[src/srap_pkg.sv]
// Shared constants of the serial register access port.
// Assumes nothing beyond a SystemVerilog compiler.
`default_nettype none
package srap_pkg;
  // Frame layout, most significant bit first
  localparam int unsigned     FRAME_BITS_N = 17;
  localparam logic [4:0]      FRAME_BITS   = 5'h11;
  localparam logic [4:0]      CNT_MAX      = 5'h1f;
  localparam int unsigned     RW_POS       = 16;
  localparam int unsigned     ADDR_MSB     = 15;
  localparam int unsigned     ADDR_LSB     = 8;
  localparam int unsigned     DATA_MSB     = 7;
  localparam logic            RW_READ      = 1'h1;

  // Page select register
  localparam logic [7:0]      PAGE_ADDR    = 8'hff;
  localparam logic [7:0]      PAGE_RESET   = 8'h00;
  localparam logic [2:0]      PAGE_GLOBAL  = 3'h0;
  localparam logic [2:0]      PAGE_EQ      = 3'h4;
  localparam logic [2:0]      PAGE_DRIVER  = 3'h5;

  // Interface select strap levels
  localparam logic [1:0]      STRAP_LOW    = 2'h0;
  localparam logic [1:0]      STRAP_RES    = 2'h1;
  localparam logic [1:0]      STRAP_FLOAT  = 2'h2;
  localparam logic [1:0]      STRAP_HIGH   = 2'h3;

  // Bit positions of the synchronised pin vector
  localparam int unsigned     PIN_MOSI     = 0;
  localparam int unsigned     PIN_SEL      = 1;
  localparam int unsigned     PIN_SCK      = 2;
  localparam int unsigned     PIN_N        = 3;

  typedef enum logic [0:0] {
    SRAP_IDLE = 1'b0,
    SRAP_LOAD = 1'b1
  } srap_state_e;
endpackage
`default_nettype wire

[src/srap_pin_if.sv]
// Bundle between the pin synchroniser and the port core.
// Assumes raw pins are asynchronous to core_clk.
`default_nettype none
interface srap_pin_if #(parameter int unsigned W = 3);
  logic [W-1:0] raw;
  logic [W-1:0] lvl;
  logic [W-1:0] rise;
  logic [W-1:0] fall;
  modport sync (input raw, output lvl, output rise, output fall);
  modport core (output raw, input lvl, input rise, input fall);
endinterface
`default_nettype wire

[src/srap_sync.sv]
// Three-flop pin synchroniser with agreement filter and edge pulses.
// Assumes one clock; raw inputs may change at any time.
`default_nettype none
module srap_sync #(
  parameter int unsigned W = 3
) (
  // Clock and reset
  input  wire logic core_clk,
  input  wire logic reset_n,
  // Pins in, clean levels out
  srap_pin_if.sync  pin
);
  typedef struct packed {
    logic [W-1:0] s1;
    logic [W-1:0] s2;
    logic [W-1:0] s3;
    logic [W-1:0] lvl;
  } srap_sync_s;

  srap_sync_s q;
  srap_sync_s d;

  if (W == 0) begin : g_chk
    $error("srap_sync needs at least one pin");
  end

  always_comb begin
    d     = q;
    d.s1  = pin.raw;
    d.s2  = q.s1;
    d.s3  = q.s2;
    // A change counts once the second and third stages agree
    d.lvl = (q.s2 & q.s3) | (q.lvl & (q.s2 | q.s3));
  end

  always_ff @(posedge core_clk or negedge reset_n) begin
    if (!reset_n) begin
      q <= '1;
    end else begin
      q <= d;
    end
  end

  assign pin.lvl  = q.lvl;
  assign pin.rise = d.lvl & ~q.lvl;
  assign pin.fall = ~d.lvl & q.lvl;
endmodule
`default_nettype wire

[src/srap_port.sv]
// Serial register access port: 17-bit frame shift register, page select.
// Assumes the register file outside answers reg_rdata combinationally.
// Operation
// - Serial port serves registers only when strap is float or high.
// - A frame is 17 bits shifted while frame select is low.
// - With select high, MOSI is ignored and MISO is not driven.
// - Order: read/write flag, eight address bits, eight data bits.
// - MISO shifts out the previous frame as the new one shifts in.
// - MISO driver turns on asynchronously when select falls.
// - Write frames commit on the rising edge of frame select.
// - MOSI bits are captured on rising serial clock edges.
// - First read frame data bits are ignored by the device.
// - Dummy second frame acts as a read of address register_page_select.
// - Second read frame returns address then eight data bits.
// - A chain of N devices needs 17 times N clocks per frame.
// - Bits 2:0 of register register_page_select select page; global after reset.
// - Page 4 is equalizer and routing, page 5 driver settings.
`default_nettype none
module srap_port (
  // Clock and reset
  input  wire logic       core_clk,
  input  wire logic       reset_n,
  // Interface select strap level
  input  wire logic [1:0] mode_strap,
  // Serial pins
  input  wire logic       sck,
  input  wire logic       ss_n,
  input  wire logic       mosi,
  output logic            miso,
  output logic            miso_oe,
  // Register file access
  output logic [7:0]      reg_addr,
  output logic [7:0]      reg_wdata,
  output logic            reg_wr_en,
  input  wire logic [7:0] reg_rdata,
  // Status
  output logic            spi_mode,
  output logic [2:0]      page_sel
);
  typedef struct packed {
    logic                 strap_done;
    logic                 spi_en;
    srap_pkg::srap_state_e state;
    logic [16:0]          sr;
    logic [4:0]           cnt;
    logic                 miso;
    logic [7:0]           addr;
    logic [7:0]           wdata;
    logic                 wr;
    logic [7:0]           page;
  } srap_port_s;

  srap_port_s q;
  srap_port_s d;
  logic       frame_end;
  logic       active;

  srap_pin_if #(.W(srap_pkg::PIN_N)) pin_if ();

  assign pin_if.raw = {sck, ss_n, mosi};

  srap_sync #(.W(srap_pkg::PIN_N)) u_sync (
    .core_clk (core_clk),
    .reset_n  (reset_n),
    .pin      (pin_if.sync)
  );

  assign active    = q.spi_en & ~pin_if.lvl[srap_pkg::PIN_SEL];
  // Select rise after 17 bits closes frame
  assign frame_end = q.spi_en & pin_if.rise[srap_pkg::PIN_SEL]
                   & (q.cnt >= srap_pkg::FRAME_BITS);

  always_comb begin
    d    = q;
    d.wr = 1'b0;
    if (!q.strap_done) begin
      d.strap_done = 1'b1;
      d.spi_en     = (mode_strap == srap_pkg::STRAP_FLOAT)
                   | (mode_strap == srap_pkg::STRAP_HIGH);
    end
    // Data field loaded for the next frame
    unique case (q.state)
      srap_pkg::SRAP_IDLE: begin
        d.state = srap_pkg::SRAP_IDLE;
      end
      srap_pkg::SRAP_LOAD: begin
        // Address register_page_select reads back page value
        d.sr[srap_pkg::DATA_MSB:0] = (q.addr == srap_pkg::PAGE_ADDR) ? q.page : reg_rdata;
        d.state                    = srap_pkg::SRAP_IDLE;
      end
    endcase
    if (q.spi_en && pin_if.fall[srap_pkg::PIN_SEL]) begin
      // First old bit presented at frame start
      d.miso = q.sr[srap_pkg::RW_POS];
      d.cnt  = '0;
    end
    if (active && pin_if.rise[srap_pkg::PIN_SCK]) begin
      d.sr = {q.sr[srap_pkg::RW_POS-1:0], pin_if.lvl[srap_pkg::PIN_MOSI]};
      // Count saturates, last 17 bits win
      if (q.cnt != srap_pkg::CNT_MAX) begin
        d.cnt = q.cnt + 5'h1;
      end
    end
    // Next bit out on falling clock
    if (active && pin_if.fall[srap_pkg::PIN_SCK]) begin
      d.miso = q.sr[srap_pkg::RW_POS];
    end
    // Decode flag, address and data of the last 17 bits
    if (frame_end) begin
      d.addr  = q.sr[srap_pkg::ADDR_MSB:srap_pkg::ADDR_LSB];
      d.wdata = q.sr[srap_pkg::DATA_MSB:0];
      if (q.sr[srap_pkg::RW_POS] == srap_pkg::RW_READ) begin
        // Incoming data bits of a read dropped
        d.state = srap_pkg::SRAP_LOAD;
      end else if (q.sr[srap_pkg::ADDR_MSB:srap_pkg::ADDR_LSB] == srap_pkg::PAGE_ADDR) begin
        d.page = q.sr[srap_pkg::DATA_MSB:0];
      end else begin
        d.wr = 1'b1;
      end
    end
  end

  always_ff @(posedge core_clk or negedge reset_n) begin
    if (!reset_n) begin
      q            <= '0;
      q.state      <= srap_pkg::SRAP_IDLE;
      q.page       <= srap_pkg::PAGE_RESET;
    end else begin
      q <= d;
    end
  end

  assign miso      = q.miso;
  assign miso_oe   = q.spi_en & ~ss_n;
  assign reg_addr  = q.addr;
  assign reg_wdata = q.wdata;
  assign reg_wr_en = q.wr;
  assign spi_mode  = q.spi_en;
  assign page_sel  = q.page[2:0];
endmodule
`default_nettype wire

[config.mk]
export PLATFORM = sky130hd
export DESIGN_NAME = srap_port
export DESIGN_NICKNAME = d
export VERILOG_FILES = /design/src/srap_pkg.sv /design/src/srap_pin_if.sv /design/src/srap_sync.sv /design/src/srap_port.sv
export SDC_FILE = /design/constraint.sdc
export NUM_CORES = 1
export LEC_CHECK = 0
export BUFFER_PORTS_ARGS = -buffer_cell sky130_fd_sc_hd__buf_2
export CAP_MARGIN = 20
export CORE_UTILIZATION = 61
export DETAILED_ROUTE_END_ITERATION = 10
export GPL_ROUTABILITY_DRIVEN = 0
export PLACE_DENSITY = 0.89
export SKIP_CTS_REPAIR_TIMING = 1
export SLEW_MARGIN = 5
export SYNTH_ARGS = -nofsm -noshare
export SYNTH_HDL_FRONTEND = slang
export SYNTH_SLANG_ARGS = --single-unit
export TNS_END_PERCENT = 10
[constraint.sdc]
create_clock -name core_clk -period 4.06 [get_ports core_clk]
set_clock_uncertainty 0.05 [all_clocks]
set_input_delay 0.609 -clock core_clk [delete_from_list [all_inputs] [get_ports core_clk]]
set_output_delay 0.609 -clock core_clk [all_outputs]
set_load 0.01 [all_outputs]
==> results of run 1 <==
==> report_power, final <==
part	internal (uW)	switching, uW	leakage [uW]	total, uW
clock	298	227	0.000100	524
sequential	707	80.0	0.000809	787
combinational	72.4	68.1	0.000574	140
total	1080	375	0.00148	1450
==> worst reg2reg max path: cells and delay by family, from the launching register on <==
kind / cells / cell delay [ns]
flops: 1 / 0.45
simple gates: 2 / 0.51
fa+ha+maj: 1 / 0.22
compound gates: 1 / 0.70
mux: 1 / 0.35
==> per-layer routing <==
metal,global-route usage (%),vias to the layer above,wire (um)
met1,30.68,795,2126
met4,8.929,0,62
li1,-,752,-
met3,8.224,6,176
met2,33.01,30,2153
met5,0,-,0
==> worst min path at each step <==
stage	endpoint	slack, ns	from	cells past startpoint
3_3_place_gp	u_sync.d[4]	0.30	u_sync.d[7]	0
5_1_grt	u_sync.d[4]	0.31	u_sync.d[7]	0
6_report	u_sync.d[4]	0.31	u_sync.d[7]	0
3_5_place_dp	u_sync.d[4]	0.30	u_sync.d[7]	0
4_1_cts	u_sync.d[4]	0.31	u_sync.d[7]	0
2_1_floorplan	miso	0.26	reset_n	0
==> kinds of logic after synthesis <==
family | synth area share (%)
AND/OR/NAND/NOR | 10.92
other | 0.1375
adder cells (fa/ha/maj) | 1.743
flip-flops | 58.35
AO/OA/AOI/OAI | 3.807
multiplexers | 18.44
buffers and inverters | 6.605
==> cell usage after synthesis (2+ instances only) <==
master / number / share of area (%)
a21oi_1: 2 / 0.37
buf_2: 3 / 0.55
buf_4: 19 / 5.2
dfrtp_1: 51 / 47
dfstp_2: 12 / 12
ha_1: 3 / 1.4
inv_1: 2 / 0.28
mux2_2: 34 / 14
mux2i_1: 12 / 4.4
nand2_1: 18 / 2.5
nand2b_1: 10 / 2.3
nand3_1: 2 / 0.37
nand4_1: 5 / 1.1
nor2_1: 7 / 0.96
nor3_1: 2 / 0.37
o21ai_0: 3 / 0.55
o221ai_1: 8 / 2.6
==> state kept, by name, indices dropped and copies added (netlist names) <==
| signal | count |
|---|---|
| q | 29 |
| reg_wr_en | 1 |
| u_sync.d | 6 |
| spi_mode | 1 |
| page_sel | 3 |
| u_sync.pin.lvl | 3 |
| reg_addr | 8 |
| reg_wdata | 8 |
| miso | 1 |
| u_sync.q | 3 |
==> cell type report <==
| type | instances | area (um2) | share of cell area, % |
|---|---|---|---|
| inverter | 2 | 7.507 | 0.2500 |
| sequential | 63 | 1592 | 53.00 |
| multi-input combinational | 116 | 955.9 | 31.83 |
| clock buffer | 12 | 145.1 | 4.833 |
| tap | 50 | 62.56 | 2.083 |
| clock inverter | 4 | 45.04 | 1.500 |
| timing repair buffer | 38 | 195.2 | 6.500 |
==> through the flow <==
stage | utilization [%] | instances
final | 72.46 | 285
after global routing | 72.46 | 285
after CTS | 72.46 | 285
after detailed placement | 67.87 | 269
after global placement | 67.87 | 269
after floorplan | - | 205
==> flow_metrics.py, run 1 <==
metrics = {
    "detailed_routing": {
        "drtPass1Iterations": 4,
        "drt_iter0_drc": 124,
        "drt-total-wl_um": 4518,
        "drc_errors": 0,
        "vias_per_cell": 5.554,
        "ant_nets": 0,
        "vias": 1583,
        "wl_per_cell_um": 15.85,
    },
    "clocking": {
        "cts_buffers": 9,
        "cts_max_level": 3,
        "cts_buffer_depth": 2,
        "tritoncts": "done",
        "clk_latency_ns": 0.33,
        "cts_root_buf": "clkbuf_8",
        "cts.sinks": 63,
        "cts.clk_slew.worst_paths_ns": 0.07,
    },
    "worst_setup_path": {
        "cp-startpoint": "q[26]",
        "critPathArrivalTime_ns": 2.56,
        "cp_max_fo": 19,
        "r2r_slack_ns": 1.66,
        "cp_slowest_cell": "a211o_1",
        "worstSetupEndpoint": "page_sel[1]",
        "cp_top_family": "compound AO/OA/AOI/OAI gates",
        "cp_num_cells": 5,
        "r2r-end": "page_sel[1]",
        "crit_path_max_incr_delay_ns": 0.70,
        "critPathLaunchType": "flip-flop",
        "r2r_start": "q[26]",
        "rr_worst_depth": 5,
        "worstSetupPathType": "flip-flop to flip-flop",
        "end_kind": "flip-flop",
        "path_buf_inv": 0,
        "required_ns": 4.22,
        "path_cells": "ha_1 -> nor3_1 -> a211o_1 -> nand3b_4 -> mux2_2",
    },
    "status": {
        "outcome": "finished, final reports clean",
    },
    "place": {
        "dp_worst_setup_slack_ns": 1.672,
        "portBuffers": 36,
        "dp_hpwl_um": 2842,
        "dpl-instance-area_um2": 2813,
    },
    "floorplanning": {
        "start_util_pct": 65.82,
        "fp.dieH_um": 68.87,
        "num_rows": 23,
        "die_x_um": 68.87,
        "core_area_um2": 4144,
        "die_area_um2": 4743,
        "ios": 38,
    },
    "timing": {
        "fin_tns_setup_ns": 0,
        "report.final.slew_viol_count": 0,
        "rsz0062_at_grt": "false",
        "relSlewSlack_pct": 44.76,
        "setup_viol": 0,
        "hold_viol": 0,
        "worst_slew_pin_slew_ns": 0.8286,
        "maxClockFrequency_ghz": 0.4167,
        "post-route-min-period_ns": 2.400,
        "worst_slack_ns": 1.660,
        "holdWs_ns": 0.3056,
        "timing.final.crit_share_pct": 59.12,
    },
    "synthesis": {
        "synth_cell_types": 29,
        "netlist_area_um2": 2728,
        "syn_nets": 223,
        "synth_edf_count": 0,
        "synth_warnings": 0,
        "synthArstFlopShare_pct": 100.0,
        "yosys_register_bits": 63,
        "ys_seq_area_share_pct": 58.35,
        "syn_area_per_cell_um2": 13.31,
        "synth_top_flop_cell": "dfrtp_1",
        "synthCells": 205,
    },
    "cells_and_area": {
        "fillers": 277,
        "synthToLayoutAreaGrowth_pct": 10.09,
        "final_area_um2": 3003,
        "nNetsFinal": 248,
        "layout_common_cells": "dfrtp_1, buf_2, mux2_2, nand2_1",
        "final_common_cell": "dfrtp_1",
        "drive_gt1_share_pct": 43.83,
        "n_antenna_cell": 0,
    },
    "global_routing": {
        "grt_pass1_wl_um": 7396,
        "grt_pass1_vias": 1524,
        "antenna_found_initial": 0,
        "track_usage_pct": 22.59,
        "overflow": 0,
        "grt_max_degree": 64,
    },
    "flow_run": {
        "cap_violations": 0,
    },
    "pwr": {
        "power_leakage_uw": 0.001483,
        "power.density_nw_per_um2": 483.5,
        "total_power_uw": 1452,
        "ir_worst_vdd_uv": 371.0,
    },
    "worst_hold_path": {
        "hp-class": "flip-flop to flip-flop",
    },
}
(Power assumes the default switching activity.)
==> inputs of run 2 (changes only) <==
- CORE_UTILIZATION: 61 -> 56
- PLACE_DENSITY: 0.89 -> 0.83
- clock period: 4.06 -> 2.4 ns (I/O delays scaled with it)
==> flow_metrics.py, run 2 (synthesis results as in run 1) <==
metrics = {
    "status": {
        "outcome": "finished, final reports clean",
    },
    "worst_setup_path": {
        "rr_worst_depth": 5,
        "r2r_start": "q[26]",
        "critPathArrivalTime_ns": 2.17,
        "worstSetupPathType": "flip-flop to flip-flop",
        "critPathLaunchType": "flip-flop",
        "r2r-end": "q[5]",
        "required_ns": 2.55,
        "cp_max_fo": 8,
        "end_kind": "flip-flop",
        "r2r_slack_ns": 0.38,
    },
    "timing": {
        "setup_viol": 0,
        "timing.final.crit_share_pct": 83.97,
        "maxClockFrequency_ghz": 0.4962,
        "fin_tns_setup_ns": 0,
        "hold_viol": 0,
        "post-route-min-period_ns": 2.015,
        "holdWs_ns": 0.08163,
        "report.final.slew_viol_count": 0,
        "worst_slew_pin_slew_ns": 0.7549,
        "relSlewSlack_pct": 49.67,
        "rsz0062_at_grt": "false",
    },
    "clocking": {
        "cts_buffer_depth": 2,
        "tritoncts": "done",
        "clk_latency_ns": 0.33,
        "cts_root_buf": "clkbuf_8",
        "cts_buffers": 9,
        "cts.sinks": 63,
        "cts_max_level": 3,
        "cts.clk_slew.worst_paths_ns": 0.06,
    },
    "global_routing": {
        "grt_max_degree": 64,
        "antenna_found_initial": 0,
        "grt_pass1_wl_um": 7555,
        "grt_pass1_vias": 1558,
        "overflow": 0,
        "track_usage_pct": 19.91,
    },
    "detailed_routing": {
        "ant_nets": 0,
        "drc_errors": 0,
        "drt_iter0_drc": 128,
        "vias": 1618,
        "wl_per_cell_um": 15.44,
        "drt-total-wl_um": 4509,
        "drtPass1Iterations": 4,
        "vias_per_cell": 5.541,
    },
    "cells_and_area": {
        "nNetsFinal": 251,
        "layout_common_cells": "dfrtp_1, buf_2, mux2_2, nand2_1, clkbuf_8",
        "fin_util_pct": 64.59,
        "drive_gt1_share_pct": 44.12,
        "largest_register_ffs": 29,
        "n_antenna_cell": 0,
        "final_area_um2": 3030,
        "final_common_cell": "dfrtp_1",
        "top_register": "q",
        "synthToLayoutAreaGrowth_pct": 11.10,
    },
    "floorplanning": {
        "start_util_pct": 58.13,
        "fp.dieH_um": 71.79,
        "core_area_um2": 4692,
        "ios": 38,
        "die_area_um2": 5154,
        "die_x_um": 71.79,
        "num_rows": 25,
    },
    "place": {
        "portBuffers": 36,
        "dpl-instance-area_um2": 2840,
        "dp_hpwl_um": 3006,
    },
    "pwr": {
        "power.density_nw_per_um2": 798.4,
        "total_power_uw": 2419,
        "power_leakage_uw": 0.001494,
        "ir_worst_vdd_uv": 556.5,
    },
    "worst_hold_path": {
        "whs_path_depth": 1,
        "holdCritStartpoint": "mosi",
        "hp-class": "input port to flip-flop",
        "worst_hold_path.endpoint": "u_sync.d[6]",
    },
    "flow_run": {
        "cap_violations": 0,
    },
}
run 2: report_power, final:
| group | leakage [uW] | total, uW | internal (uW) | switching [uW] |
|---|---|---|---|---|
| Sequential | 0.000809 | 1330 | 1200 | 136 |
| Combinational | 0.000588 | 236 | 124 | 112 |
| Clock | 0.0000970 | 850 | 490 | 360 |
| Total | 0.00149 | 2420 | 1810 | 608 |
run 2: worst max path at each step:
| stage | slack [ns] | startpoint | depth (start not counted) | to |
|---|---|---|---|---|
| 2_1_floorplan | 0.57 | q[26] | 6 | q[29] |
| 3_3_place_gp | 0.46 | q[26] | 6 | q[29] |
| 3_5_place_dp | 0.42 | q[26] | 6 | q[29] |
| 4_1_cts | 0.37 | q[26] | 5 | q[5] |
| 5_1_grt | 0.28 | q[27] | 6 | q[5] |
| 6_report | 0.38 | q[26] | 5 | q[5] |
run 2: final cells by class:
| class | count | area, um2 |
|---|---|---|
| clock buffer | 16 | 190.2 |
| inverter | 2 | 7.507 |
| timing repair buffer | 41 | 217.7 |
| fill | 355 | 1662 |
| sequential | 63 | 1592 |
| multi-input combinational | 116 | 955.9 |
| tap | 54 | 67.56 |
run 2: metal layers:
metal	GRT usage, %	routed length (um)	up-vias
met5	0	0	-
met1	25.50	2053	824
li1	-	-	760
met2	31.34	2218	27
met3	4.219	149	7
met4	11.98	87	0
run 2: worst max-delay path, cell delays in order, from the launching register on:
cell      delay [ns]
dfrtp_1         0.44
ha_1            0.22
nor3_1          0.16
a211o_1         0.36
nand3b_4        0.29
mux2_2          0.37
run 2: metrics by stage:
stage          cells  worst slack [ns]
6_report         292            0.3848
5_1_grt          292            0.2801
4_1_cts          292            0.3669
3_5_place_dp     276            0.4173
3_3_place_gp     276            0.4576
2_1_floorplan    205            0.5735
